**src/boot_seq_pkg.sv**
```systemverilog
// constants and types for the scan-driven boot sequencer
package boot_seq_pkg;

  localparam int unsigned CLOCK_MHZ      = 200;
  localparam int unsigned SETUP_WAIT_US  = 230;
  localparam int unsigned SETUP_WAIT_CYC = SETUP_WAIT_US * CLOCK_MHZ;
  localparam int unsigned WAIT_W         = 16;
  localparam int unsigned RELOAD_NS      = 500;
  localparam int unsigned RELOAD_CYC     = (RELOAD_NS * CLOCK_MHZ + 999) / 1000;
  localparam int unsigned PULSE_W        = 8;
  localparam int unsigned CHAIN_W        = 8;

  typedef enum logic [1:0] {
    SCHEME_SERIAL_HOST   = 2'h0,
    SCHEME_BYTE_HOST     = 2'h1,
    SCHEME_SERIAL_ROM    = 2'h2,
    SCHEME_PARALLEL_ROM  = 2'h3
  } scheme_e;

  typedef enum logic [3:0] {
    ST_POWER_UP = 4'h1,
    ST_LOADING  = 4'h2,
    ST_USER     = 4'h4,
    ST_PARKED   = 4'h8
  } boot_state_e;

  localparam logic [CHAIN_W-1:0] CHAIN_RESET = 8'h00;

endpackage : boot_seq_pkg

```
**src/pulse_stretch.sv**
```systemverilog
// fixed-length pulse generator for the internal reload request
`timescale 1ns/1ps
module pulse_stretch
  import boot_seq_pkg::*;
(
  input  wire logic clock,
  input  wire logic reset,
  input  wire logic start,
  output logic      busy
);
  logic [PULSE_W-1:0] count_reg;
  logic [PULSE_W-1:0] count_next;

  assign count_next = start ? PULSE_W'(RELOAD_CYC)
                    : (count_reg != '0) ? count_reg - PULSE_W'(1) : count_reg;

  always_ff @(posedge clock) begin
    if (reset) begin
      count_reg <= '0;
      busy      <= 1'b0;
    end else begin
      count_reg <= count_next;
      busy      <= (count_next != '0);
    end
  end
endmodule : pulse_stretch

```
**src/scan_boot_seq.sv**
```systemverilog
// sequencer for scan-port configuration instructions and self-boot parking
`timescale 1ns/1ps
module scan_boot_seq
  import boot_seq_pkg::*;
(
  input  wire logic                clock,
  input  wire logic                reset,
  input  wire boot_seq_pkg::scheme_e schemeSelectPins,
  input  wire logic                reloadRequestNPin,
  input  wire logic                pinSetupInstr,
  input  wire logic                reloadTriggerInstr,
  input  wire logic                resumeInstr,
  input  wire logic                parkInstr,
  input  wire logic                tapResetEntry,
  input  wire logic                scanProgramUserMode,
  input  wire logic                bootDone,
  input  wire logic [CHAIN_W-1:0]  chainDefault,
  output logic                     loadStateNPin,
  output logic                     userIoHighZ,
  output logic [CHAIN_W-1:0]       pinSetupShiftChain,
  output logic                     controllerParked,
  output logic                     reconfigStart,
  output logic                     reloadPinDisabled,
  output logic                     pinSetupReady,
  output logic                     userMode
);
  import boot_seq_pkg::*;

  boot_state_e        state_reg;
  boot_state_e        state_next;
  logic               parked_reg;
  logic               reloadDis_reg;
  logic [WAIT_W-1:0]  wait_reg;
  logic               reloadPrev_reg;
  logic               pulseBusy;

  wire selfBoot   = (schemeSelectPins == SCHEME_SERIAL_ROM) ||
                    (schemeSelectPins == SCHEME_PARALLEL_ROM);
  wire serialRom  = (schemeSelectPins == SCHEME_SERIAL_ROM);
  wire reloadPin  = reloadDis_reg ? 1'b1 : reloadRequestNPin;
  wire reloadRise = reloadPin && !reloadPrev_reg;
  // park ignored in host-fed schemes
  wire parkHit    = parkInstr && selfBoot;
  // resume restarts loading in every scheme, acting as trigger when host-fed
  wire reconfig   = reloadTriggerInstr || resumeInstr || !reloadPin;
  wire reEngage   = parked_reg && (scanProgramUserMode || resumeInstr ||
                    (serialRom && tapResetEntry));
  wire waitStart  = reloadRise || reloadTriggerInstr || resumeInstr;
  wire setupTake  = pinSetupInstr && (state_reg != ST_POWER_UP) && reloadPin;

  pulse_stretch u_reload (
    .clock (clock),
    .reset (reset),
    .start (reconfig && !pulseBusy),
    .busy  (pulseBusy)
  );

  always_comb begin
    state_next = state_reg;
    unique case (state_reg)
      ST_POWER_UP: begin
        if (parkHit) state_next = ST_PARKED;
        else if (reloadPin && wait_reg == '0) state_next = ST_LOADING;
      end
      ST_LOADING: begin
        if (parkHit) state_next = ST_PARKED;
        else if (bootDone && !pulseBusy) state_next = ST_USER;
      end
      ST_USER: begin
        if (reconfig) state_next = ST_LOADING;
        else if (parkHit) state_next = ST_PARKED;
      end
      ST_PARKED: begin
        if (scanProgramUserMode) state_next = ST_USER;
        else if (reEngage) state_next = ST_LOADING;
      end
    endcase
  end

  always_ff @(posedge clock) begin
    if (reset) begin
      state_reg          <= ST_POWER_UP;
      parked_reg         <= 1'b0;
      reloadDis_reg      <= 1'b0;
      wait_reg           <= WAIT_W'(SETUP_WAIT_CYC);
      reloadPrev_reg     <= 1'b1;
      loadStateNPin      <= 1'b0;
      userIoHighZ        <= 1'b1;
      pinSetupShiftChain <= CHAIN_RESET;
      controllerParked   <= 1'b0;
      reconfigStart      <= 1'b0;
      reloadPinDisabled  <= 1'b0;
      pinSetupReady      <= 1'b0;
      userMode           <= 1'b0;
    end else begin
      state_reg      <= state_next;
      reloadPrev_reg <= reloadPin;
      if (parkHit) parked_reg <= 1'b1;
      else if (reEngage) parked_reg <= 1'b0;
      if (resumeInstr && !selfBoot) reloadDis_reg <= 1'b1;
      if (waitStart) wait_reg <= WAIT_W'(SETUP_WAIT_CYC);
      else if (wait_reg != '0) wait_reg <= wait_reg - WAIT_W'(1);
      if (setupTake) pinSetupShiftChain <= chainDefault;
      // status pin follows loading only, never the pin-setup instruction
      loadStateNPin     <= reloadPin && !pulseBusy;
      userIoHighZ       <= setupTake || (state_next != ST_USER);
      controllerParked  <= parkHit || (parked_reg && !reEngage);
      reconfigStart     <= reconfig && !pulseBusy;
      reloadPinDisabled <= reloadDis_reg || (resumeInstr && !selfBoot);
      // a restarted wait must drop ready at once, not one cycle late
      pinSetupReady     <= (state_next != ST_POWER_UP) && reloadPin && !waitStart &&
                           (wait_reg == '0);
      userMode          <= (state_next == ST_USER);
    end
  end

  a_park_ignored: assert property (@(posedge clock) disable iff (reset)
    parkInstr && !selfBoot && !parked_reg |=> !parked_reg)
    else $error("park changed state in host-fed scheme");
  a_park_sets: assert property (@(posedge clock) disable iff (reset)
    parkInstr && selfBoot |=> controllerParked)
    else $error("park did not idle controller");
  a_io_highz: assert property (@(posedge clock) disable iff (reset)
    setupTake |=> userIoHighZ)
    else $error("user io driven during pin setup");
  a_resume_reload: assert property (@(posedge clock) disable iff (reset)
    resumeInstr && !pulseBusy |=> reconfigStart ##1 pulseBusy)
    else $error("resume did not start reconfiguration");
  a_parallel_pin: assert property (@(posedge clock) disable iff (reset)
    parked_reg && !serialRom && !resumeInstr && !scanProgramUserMode |=> parked_reg)
    else $error("parallel controller re-engaged without resume");
  a_user_engage: assert property (@(posedge clock) disable iff (reset)
    parked_reg && scanProgramUserMode |=> !parked_reg && state_reg == ST_USER)
    else $error("controller not re-engaged in user mode");
  a_tap_engage: assert property (@(posedge clock) disable iff (reset)
    parked_reg && serialRom && tapResetEntry |=> !parked_reg)
    else $error("serial controller not re-engaged on tap reset");
  a_status_free: assert property (@(posedge clock) disable iff (reset)
    setupTake && reloadPin && !pulseBusy && !reconfig |=> loadStateNPin)
    else $error("pin setup drove load state low");
  a_pin_disable: assert property (@(posedge clock) disable iff (reset)
    resumeInstr && !selfBoot |=> reloadPinDisabled [*2])
    else $error("reload pin not disabled after resume");

  // length of the internal reload pulse, for the check below
  logic [PULSE_W-1:0] busyLen_reg;

  always_ff @(posedge clock) begin
    if (reset) busyLen_reg <= '0;
    else if (pulseBusy) busyLen_reg <= busyLen_reg + PULSE_W'(1);
    else busyLen_reg <= '0;
  end

  a_pulse_len: assert property (@(posedge clock) disable iff (reset)
    $fell(pulseBusy) |-> busyLen_reg == PULSE_W'(RELOAD_CYC))
    else $error("internal reload pulse has wrong length");

  a_chain_load: assert property (@(posedge clock) disable iff (reset)
    setupTake |=> pinSetupShiftChain == $past(chainDefault))
    else $error("pin setup chain not reloaded");

  a_chain_hold: assert property (@(posedge clock) disable iff (reset)
    !setupTake |=> $stable(pinSetupShiftChain))
    else $error("pin setup chain changed without instruction");

  a_highz_load: assert property (@(posedge clock) disable iff (reset)
    !userMode |-> userIoHighZ)
    else $error("user io driven outside user mode");

  a_ready_wait: assert property (@(posedge clock) disable iff (reset)
    waitStart |=> !pinSetupReady)
    else $error("pin setup ready during restart wait");

  a_ready_powerup: assert property (@(posedge clock) disable iff (reset)
    pinSetupReady |-> state_reg != ST_POWER_UP)
    else $error("pin setup ready in power-up state");

  a_ready_reload: assert property (@(posedge clock) disable iff (reset)
    !reloadPin |=> !pinSetupReady)
    else $error("pin setup ready while reload pin low");

  a_reconfig_once: assert property (@(posedge clock) disable iff (reset)
    reconfigStart |=> !reconfigStart)
    else $error("reconfig start longer than one cycle");

  a_status_low: assert property (@(posedge clock) disable iff (reset)
    reconfig && !pulseBusy |=> ##1 !loadStateNPin)
    else $error("load state not low during reload");

  a_trigger_start: assert property (@(posedge clock) disable iff (reset)
    reloadTriggerInstr && !pulseBusy |=> reconfigStart)
    else $error("trigger did not start reconfiguration");

  a_host_resume: assert property (@(posedge clock) disable iff (reset)
    resumeInstr && !selfBoot && !pulseBusy |=> reconfigStart)
    else $error("host-fed resume did not act as trigger");

  a_disable_sticky: assert property (@(posedge clock) disable iff (reset)
    reloadPinDisabled |=> reloadPinDisabled)
    else $error("reload pin disable not sticky");

  a_parked_out: assert property (@(posedge clock) disable iff (reset)
    controllerParked == parked_reg)
    else $error("parked output differs from parked flag");

  a_user_leave: assert property (@(posedge clock) disable iff (reset)
    state_reg == ST_USER && reconfig |=> state_reg == ST_LOADING)
    else $error("user mode not left on reconfiguration");

  a_parked_hold: assert property (@(posedge clock) disable iff (reset)
    state_reg == ST_PARKED && !reEngage && !scanProgramUserMode |=> state_reg == ST_PARKED)
    else $error("parked controller left idle on its own");

  a_powerup_park: assert property (@(posedge clock) disable iff (reset)
    state_reg == ST_POWER_UP && parkHit |=> state_reg == ST_PARKED)
    else $error("park ignored in power-up state");

  a_state_onehot: assert property (@(posedge clock) disable iff (reset)
    $onehot(state_reg))
    else $error("sequencer state not one-hot");
endmodule : scan_boot_seq

```
**config.mk**
```make
export PLATFORM = sky130hd
export DESIGN_NAME = scan_boot_seq
export DESIGN_NICKNAME = d
export VERILOG_FILES = /design/src/boot_seq_pkg.sv /design/src/pulse_stretch.sv /design/src/scan_boot_seq.sv
export SDC_FILE = /design/constraint.sdc
export NUM_CORES = 1
export LEC_CHECK = 0
export BUFFER_PORTS_ARGS = -buffer_cell sky130_fd_sc_hd__clkbuf_2
export CAP_MARGIN = 10
export CORE_UTILIZATION = 55
export CTS_CLUSTER_SIZE = 25
export DETAILED_ROUTE_END_ITERATION = 8
export PLACE_DENSITY_LB_ADDON = 0.3
export SYNTH_ARGS = -nofsm -noshare
export SYNTH_HDL_FRONTEND = slang
export SYNTH_SLANG_ARGS = --single-unit
```
**constraint.sdc**
```tcl
create_clock -name clock -period 3.2 [get_ports clock]
set_input_delay 0 -clock clock [delete_from_list [all_inputs] [get_ports clock]]
set_output_delay 0 -clock clock [all_outputs]
set_load 0.05 [all_outputs]
```
==> results of run 1 <==
cells in the mapped netlist (2+ instances only):
master      n
a21oi_1     7
a31oi_1     3
nor2_1     39
buf_2       2
dfxtp_1    47
inv_1       7
o31ai_1     2
o21ai_1     2
clkbuf_1   10
nand2b_1    3
ha_1        4
nor3_1     13
mux2i_1    10
nand4_1     4
o21ai_0     4
or4_1       3
xor2_1     11
a211oi_1    2
xnor2_1     5
nor3b_1     4
o31a_1      2
a21boi_0    2
or3_1       3
nor4b_1     3
nor4_1      2
nand2_1    15
o2111ai_1   4
nand3_1     5
nor2b_1     3
nand3b_1    4
logic make-up after synthesis:
group,count (synthesis)
and+or+nand+nor,108
muxes,11
buffers and inverters,20
AOI/OAI and AO/OA,41
adders and majority gates,4
xor gates and xnor gates,16
DFF,47
how the worst min path moves through the flow:
stage	end	cells past startpoint	from
floorplan	reloadPrev_reg	1	reloadRequestNPin
global placement	pinSetupShiftChain[0]	3	chainDefault[0]
detailed placement	pinSetupShiftChain[1]	3	chainDefault[1]
CTS	controllerParked	3	scanProgramUserMode
global route	controllerParked	3	scanProgramUserMode
finish	controllerParked	3	scanProgramUserMode
where the power goes:
group	switching, mW	total, mW	leakage [nW]	internal [mW]
logic	0.160	0.281	0.560	0.121
registers	0.0332	0.654	0.384	0.620
clock network	0.184	0.381	0.0515	0.197
total	0.377	1.32	0.995	0.938
area by class of cell:
| class | instances | area [um2] | share of cell area, % |
|---|---|---|---|
| multi-input cells | 180 | 1170 | 45.5 |
| clock buffers | 8 | 100 | 3.89 |
| flip-flops and latches | 47 | 941 | 36.6 |
| well taps | 48 | 60.1 | 2.34 |
| repair buffers | 45 | 275 | 10.7 |
| inverters | 7 | 26.3 | 1.02 |
layer usage:
layer	share of wire, %	vias up	GRT usage [%]
met4	1.3	0	6.25
li1	-	958	-
met5	0	-	0
met2	47	59	40.4
met1	46	852	31.8
met3	6.2	7	6.51
what timing repair did:
item                      in CTS  in global routing
resized for setup              0                  0
hold buffers                   9                  0
hold endpoints to repair       9                  0
worst min-delay path: stages:
cell      delay, ps
clkbuf_2        110
or4b_2          130
a21oi_1          60
stage by stage:
stage / hold slack, ps / total power, mW / setup WS [ps] / utilization (%) / cell area, um2
global route: 51.2 / 1.38 / 688 / 68.7 / 2570
global placement: 233 / 0.930 / 945 / 63.6 / 2380
finish: 54.2 / 1.32 / 834 / 68.7 / 2570
detailed placement: 242 / 0.939 / 872 / 63.6 / 2380
CTS: 41.8 / 1.32 / 853 / 68.7 / 2570
floorplan: 102 / 0.869 / 1080 / - / 2190
==> summary.txt, run 1 <==
Worst setup path
  • Worst Setup SP: wait_reg[0]
  • WP data required: 3360 ps
  • Reg2reg path depth: 7
  • Type of origin of the critical path: flip-flop
  • WP buf/inv: 1
  • FF-to-FF setup slack: 830 ps
  • Max stage delay on crit path: 770 ps
  • Reg2reg end: wait_reg[10]
  • Slowest CP cell: or4_1
  • CP top delay family: simple AND/OR/NAND/NOR gates
  • Crit path to: wait_reg[10]
  • Critical R2R Launch: wait_reg[0]
  • Arrival time of the worst setup path: 2520 ps
  • Critical Path Stages: 7
  • Crit. End Element: flip-flop
  • Crit-path max FO: 11
  • Setup CP Type: reg -> reg
  • Worst-path cell chain: inv_1 > ha_1 > or4b_1 > or4_1 > nand4b_1 > xor2_1 > nor2_1

Cells and area
  • # diodes: 0
  • Final net count: 310
  • Most common cell after layout, fill and taps aside: dfxtp_1
  • Fill count: 327
  • Fin cells: 335
  • Ratio of cells with drive above 1 in the final layout: 17.8%
  • Leading cell types in the layout, fill and taps excluded: 47 x dfxtp_1, 39 x nor2_1, 34 x clkbuf_2, 15 x nand2_1, 13 x nor3_1
  • Layout area overhead: 17.6%
  • Max reg flops: 16

Clocking
  • CTS Root Buffer Type: clkbuf_8
  • CTS tree: done
  • CTS Buffer Depth: 2
  • H-tree levels: 2
  • Setup Buffers After CTS: 0
  • CTS Sinks: 47
  • Worst skew pair latency: 290 ps
  • Clock-pin slew on the worst setup and hold paths: 80 ps
  • CTS Buf Count: 5

Die
  • Core area: 3740 um2
  • Initial Util: 58.4%
  • Row Count: 22
  • Die W: 65.1 um
  • Die area: 4230 um2
  • Number of I/O pins: 35
  • Chip height: 65.1 um

Placement
  • Placed Instances: 318
  • Routability cong.: 0.849
  • Hpwl dp: 3.14 mm
  • # port buffers: 34

Timing
  • Final hold vios: 0
  • Clk_skew: 4.70 ps
  • Pins Over Slew Limit: 0
  • Tmin final: 2370 ps
  • Tcrit/Tclk final: 73.9%
  • Setup TNS: 0 ps
  • Fmax: 0.423 GHz
  • Rel. slew slack: 52.7%
  • RSZ-0062 raised after global routing: false
  • Endpoints failing setup: 0
  • Slew @ Worst Pin: 705 ps

Run status
  • Status: finished, final reports clean

Drt
  • Routed len/inst: 13.5 um
  • Drt total wl: 4.53 mm
  • Pre-antenna DRT Iters: 4
  • Vias: 1,876
  • Initial drt markers: 127
  • Number of remaining DRC errors: 0
  • Vias per cell: 5.60
  • Antenna viol nets, final: 0

Power and ir drop
  • PD cells: 512 nW/um2
  • Worst vdd ir: 383 uV
  • Leakage: 0.995 nW

Global route
  • Global-route wire length before repair: 8.00 mm
  • GRT overflow: 0
  • GRT Total Usage: 24.6%
  • Vias in the first global route: 1,784
  • Antenna violations before repair: 0
  • Largest net degree at the start of global routing: 28

Logic synthesis
  • Async SR Flop Fraction: 0%
  • Compound-cell area share of the yosys netlist: 14.1%
  • Yosys reg bits: 47
  • Simple-gate area share of the yosys netlist: 25.6%
  • Largest area contributor in the netlist: dfxtp_1
  • Mapped Area: 2190 um2
  • Net count after synthesis: 271
  • Syn avg cell area: 8.85 um2
  • Synth top area share: 43.0%
  • Synth warnings: 0
  • Sequential area share after synthesis: 43.0%
  • Main flop type after synthesis: dfxtp_1
  • EDFF count, synth: 0
  • Post-synthesis adder-cell area fraction: 2.29%
  • Main combinational cell family by area after synthesis: simple AND/OR/NAND/NOR gates
  • Synthesized instance count: 247
  • Unique masters post-synth: 52
  • Top area cells in the synthesized netlist: dfxtp_1 43%, nor2_1 6.7%, mux2i_1 4.6%
  • XOR/XNOR share of the synthesized area: 6.41%
  • Post-synthesis mux area share: 5.09%

Flow run
  • Max Cap Viol: 0

Min path
  • Hold/Removal Path Class: in -> reg
No activity file was read; power rests on OpenSTA's default activity.
==> run 2, diff against run 1 <==
==> constraint.sdc (replaced) <==
create_clock -name clock -period 2.2 [get_ports clock]
set_input_delay 0 -clock clock [delete_from_list [all_inputs] [get_ports clock]]
set_output_delay 0 -clock clock [all_outputs]
set_load 0.05 [all_outputs]
==> summary.txt, run 2 (synthesis results as in run 1) <==
Run status
  • Status: finished, violations left
  • Failing checks: negative setup slack

Global route
  • Gr busiest metal: met2
  • Largest net degree at the start of global routing: 27
  • Met1 Usage GRT: 31.3%
  • Global-route wire length before repair: 8.31 mm
  • Met3 Use GR: 6.69%
  • Antenna violations before repair: 0
  • Vias in the first global route: 1,861
  • GRT overflow: 0
  • Met2 GRT Util: 43.8%
  • GRT Total Usage: 25.7%

Timing
  • Worst hold slack: 40.6 ps
  • Tmin final: 2270 ps
  • RSZ-0062 raised after global routing: true
  • Endpoints failing setup: 2
  • Clk_skew: 4.50 ps
  • Tcrit/Tclk final: 103%
  • Fmax: 0.441 GHz
  • Rel. slew slack: 50.8%
  • Final hold vios: 0
  • Slew @ Worst Pin: 734 ps
  • Final WS setup: -68.2 ps
  • Pins Over Slew Limit: 0

Drt
  • Routed len/inst: 14.7 um
  • Initial drt markers: 102
  • Pre-antenna DRT Iters: 4
  • Number of remaining DRC errors: 0
  • Drt total wl: 5.10 mm
  • Vias per cell: 5.69
  • Antenna viol nets, final: 0
  • Vias: 1,976

Power and ir drop
  • Power, Total: 2.04 mW
  • PD cells: 756 nW/um2
  • Leakage: 1.07 nW
  • Worst vdd ir: 578 uV

Placement
  • Hpwl dp: 3.29 mm
  • Routability cong.: 0.850
  • Placed Instances: 329
  • # port buffers: 34
  • Placement Setup Slack: -20.6 ps

Clocking
  • H-tree levels: 2
  • CTS tree: done
  • CTS Buf Count: 5
  • CTS Sinks: 47
  • CTS Root Buffer Type: clkbuf_8
  • Worst skew pair latency: 300 ps
  • CTS Buffer Depth: 2
  • Clock-pin slew on the worst setup and hold paths: 90 ps

Cells and area
  • Max reg flops: 16
  • # diodes: 0
  • Leading cell types in the layout, fill and taps excluded: 46 x dfxtp_1, 39 x nor2_1, 34 x clkbuf_2, 15 x nand2_1
  • Final net count: 322
  • Layout area overhead: 23.5%
  • Most common cell after layout, fill and taps aside: dfxtp_1
  • Fin cells: 347
  • Ratio of cells with drive above 1 in the final layout: 23.4%

Worst setup path
  • Crit. End Element: flip-flop
  • Type of origin of the critical path: flip-flop
  • Setup CP Type: reg -> reg
  • WP data required: 2380 ps
  • Crit-path max FO: 5
  • Arrival time of the worst setup path: 2450 ps

Die
  • Number of I/O pins: 35
  • Die W: 65.1 um
  • Row Count: 22
  • Die area: 4230 um2
  • Core area: 3740 um2
  • Initial Util: 58.4%
  • Chip height: 65.1 um

Flow run
  • Max Cap Viol: 0

Min path
  • Hold/Removal Path Class: in -> reg
run 2: cell types whose count changed in the layout (fill, tap and decap cells not counted), sizes merged:
| cell | previous run | this run |
|---|---|---|
| bufinv | 0 | 1 |
| clkbuf | 42 | 40 |
| buf | 2 | 14 |
| clkinv | 0 | 1 |
run 2: power breakdown:
group          internal (mW)  switching [mW]
combinational          0.188           0.243
clock                  0.368           0.292
sequential             0.903          0.0482
run 2: stage by stage:
step / setup TNS [ps] / utilization [%] / area (um2)
global route: -630 / 72.2 / 2700
floorplan: 0 / - / 2190
detailed placement: -20.6 / 65.8 / 2460
CTS: 0 / 71.5 / 2680
finish: -109 / 72.2 / 2700
global placement: 0 / 65.8 / 2460
run 2: cell type report:
cell class | instances | area (um2)
multi-input combinational | 180 | 1190
inverter | 7 | 26.3
clock inverter | 2 | 35.0
fill | 280 | 1040
sequential | 47 | 942
clock buffer | 6 | 82.6
timing repair buffer | 57 | 369
tap | 48 | 60.1
run 2: repair_timing:
| action | CTS | global route |
|---|---|---|
| hold buffers | 9 | 0 |
| pin swaps | 1 | 7 |
| resized for setup | 1 | 6 |
| buffers inserted | 0 | 1 |
| cloned | 0 | 0 |
| endpoints found under the hold margin | 9 | 0 |
| endpoints found under the setup margin | 4 | 12 |
run 2: path summary, 6_finish.rpt:
path / startpoint / end / slack (ps) / cells past startpoint
worst max register to register: wait_reg[1] / wait_reg[11] / -70 / 7
worst min-delay path: scanProgramUserMode / parked_reg / 40 / 3
worst max-delay path: wait_reg[1] / wait_reg[11] / -70 / 7
worst min register to register: wait_reg[12] / wait_reg[12] / 490 / 2
run 2: layer usage:
| layer | part of all wire, % | up-vias |
|---|---|---|
| met1 | 45 | 935 |
| met3 | 4.4 | 6 |
| met4 | 0.78 | 0 |
| li1 | - | 984 |
| met5 | 0 | - |
| met2 | 50 | 51 |
run 2: critical path: stages (launching register included):
cell      delay (ps)
dfxtp_2          320
inv_1             70
ha_1             140
or4b_4           490
or4b_4           530
o211ai_2         280
o311ai_0         180
o41ai_1          130
==> run 3, diff against run 2 <==
==> constraint.sdc (replaced) <==
create_clock -name clock -period 2.4 [get_ports clock]
set_input_delay 0 -clock clock [delete_from_list [all_inputs] [get_ports clock]]
set_output_delay 0 -clock clock [all_outputs]
set_load 0.05 [all_outputs]
==> summary.txt, run 3 (synthesis results as in run 1) <==
Run status
  • Status: finished, final reports clean

Power and ir drop
  • Sequential Power Share: 50.7%
  • P_sw: 0.498 mW
  • Combinational power share: 22.4%
  • Clk pwr share: 26.9%
  • Leakage: 1.01 nW
  • Sw frac: 29.0%
  • PD cells: 664 nW/um2
  • Worst vdd ir: 454 uV
  • Int Pwr: 1.22 mW

Clocking
  • CTS Buffer Depth: 2
  • CTS Buf Count: 5
  • Worst skew pair latency: 290 ps
  • CTS Root Buffer Type: clkbuf_8
  • Setup Buffers After CTS: 0
  • H-tree levels: 2
  • Clock-pin slew on the worst setup and hold paths: 80 ps
  • CTS Sinks: 47
  • CTS tree: done

Drt
  • Pre-antenna DRT Iters: 4
  • Vias: 1,899
  • Routed len/inst: 13.5 um
  • Initial drt markers: 106
  • Antenna viol nets, final: 0
  • Drt total wl: 4.56 mm
  • Vias per cell: 5.62
  • Number of remaining DRC errors: 0

Global route
  • GRT overflow: 0
  • Antenna violations before repair: 0
  • Largest net degree at the start of global routing: 27
  • Global-route wire length before repair: 8.00 mm
  • Vias in the first global route: 1,777
  • GRT Total Usage: 24.2%

Placement
  • Routability cong.: 0.831
  • Placed Instances: 322
  • Hpwl dp: 3.28 mm
  • # port buffers: 34

Timing
  • Fmax: 0.442 GHz
  • Endpoints failing setup: 0
  • Tcrit/Tclk final: 94.3%
  • Slew @ Worst Pin: 650 ps
  • Pins Over Slew Limit: 0
  • Tmin final: 2260 ps
  • Rel. slew slack: 56.4%
  • Final hold vios: 0
  • Setup TNS: 0 ps
  • RSZ-0062 raised after global routing: false
  • Clk_skew: 4.57 ps
  • Worst hold slack: 64.9 ps

Die
  • Row Count: 22
  • Number of I/O pins: 35
  • Core area: 3740 um2
  • Initial Util: 58.4%
  • Die W: 65.1 um
  • Chip height: 65.1 um
  • Die area: 4230 um2

Cells and area
  • Fin cells: 338
  • Leading cell types in the layout, fill and taps excluded: 47 x dfxtp_1, 39 x nor2_1, 34 x clkbuf_2, 15 x nand2_1, 13 x nor3_1
  • Final net count: 314
  • Fill count: 304
  • Most common cell after layout, fill and taps aside: dfxtp_1
  • Ratio of cells with drive above 1 in the final layout: 19.3%
  • # diodes: 0
  • Max reg flops: 16
  • Layout area overhead: 18.5%

Worst setup path
  • Type of origin of the critical path: flip-flop
  • Arrival time of the worst setup path: 2420 ps
  • Setup CP Type: reg -> reg
  • WP data required: 2560 ps
  • Crit-path max FO: 4
  • Crit. End Element: flip-flop

Flow run
  • Max Cap Viol: 0

Min path
  • Hold/Removal Path Class: in -> reg
## run 3: area by class of cell
cell class / instances / area [um2] / area share [%]
flip-flops and latches: 47 / 941 / 36.3
inverters: 7 / 26.3 / 1.01
clock inverters: 1 / 5.00 / 0.193
multi-input cells: 180 / 1170 / 45.2
repair buffers: 49 / 305 / 11.8
clock buffers: 6 / 82.6 / 3.19
well taps: 48 / 60.1 / 2.32
## run 3: path summary, 6_finish.rpt
kind,startpoint,end,slack [ps],cells past startpoint
max,wait_reg[1],userIoHighZ,140,7
min,scanProgramUserMode,parked_reg,60,3
max reg2reg,wait_reg[1],userIoHighZ,140,7
min reg2reg,wait_reg[12],wait_reg[12],500,2
## run 3: metal layers
metal	global-route usage [%]	part of all wire (%)
met1	31.8	46
met5	0	0
met4	7.88	1.5
met2	40.4	48
met3	3.87	4.3
## run 3: timing repair
| item | CTS | global route |
|---|---|---|
| hold buffers | 9 | 0 |
| hold endpoints to repair | 9 | 0 |
| setup endpoints to repair | 0 | 8 |
| gates resized for setup | 0 | 1 |
## run 3: power by group through the flow
stage	clock network, mW	logic (mW)	registers (mW)
floorplan	0	0.248	0.911
global placement	0	0.363	0.887
detailed placement	0	0.373	0.889
CTS	0.477	0.385	0.871
global route	0.513	0.429	0.878
finish	0.463	0.386	0.872
## run 3: stage by stage
| stage | instance area (um2) | worst slack (ps) | util, % | power [mW] |
|---|---|---|---|---|
| 2_1_floorplan | 2190 | 279 | - | 1.16 |
| 3_3_place_gp | 2410 | 147 | 64.4 | 1.25 |
| 3_5_place_dp | 2410 | 99.0 | 64.4 | 1.26 |
| 4_1_cts | 2590 | 72.6 | 69.2 | 1.73 |
| 5_1_grt | 2590 | 20.4 | 69.3 | 1.82 |
| 6_report | 2590 | 138 | 69.3 | 1.72 |
## run 3: critical path, stage by stage, from the launching register on
cell and delay [ps]:
dfxtp_1 340, inv_1 90, ha_1 130, or4b_1 480
or4b_4 570, o31a_1 270, o32ai_2 150, nand4_1 130
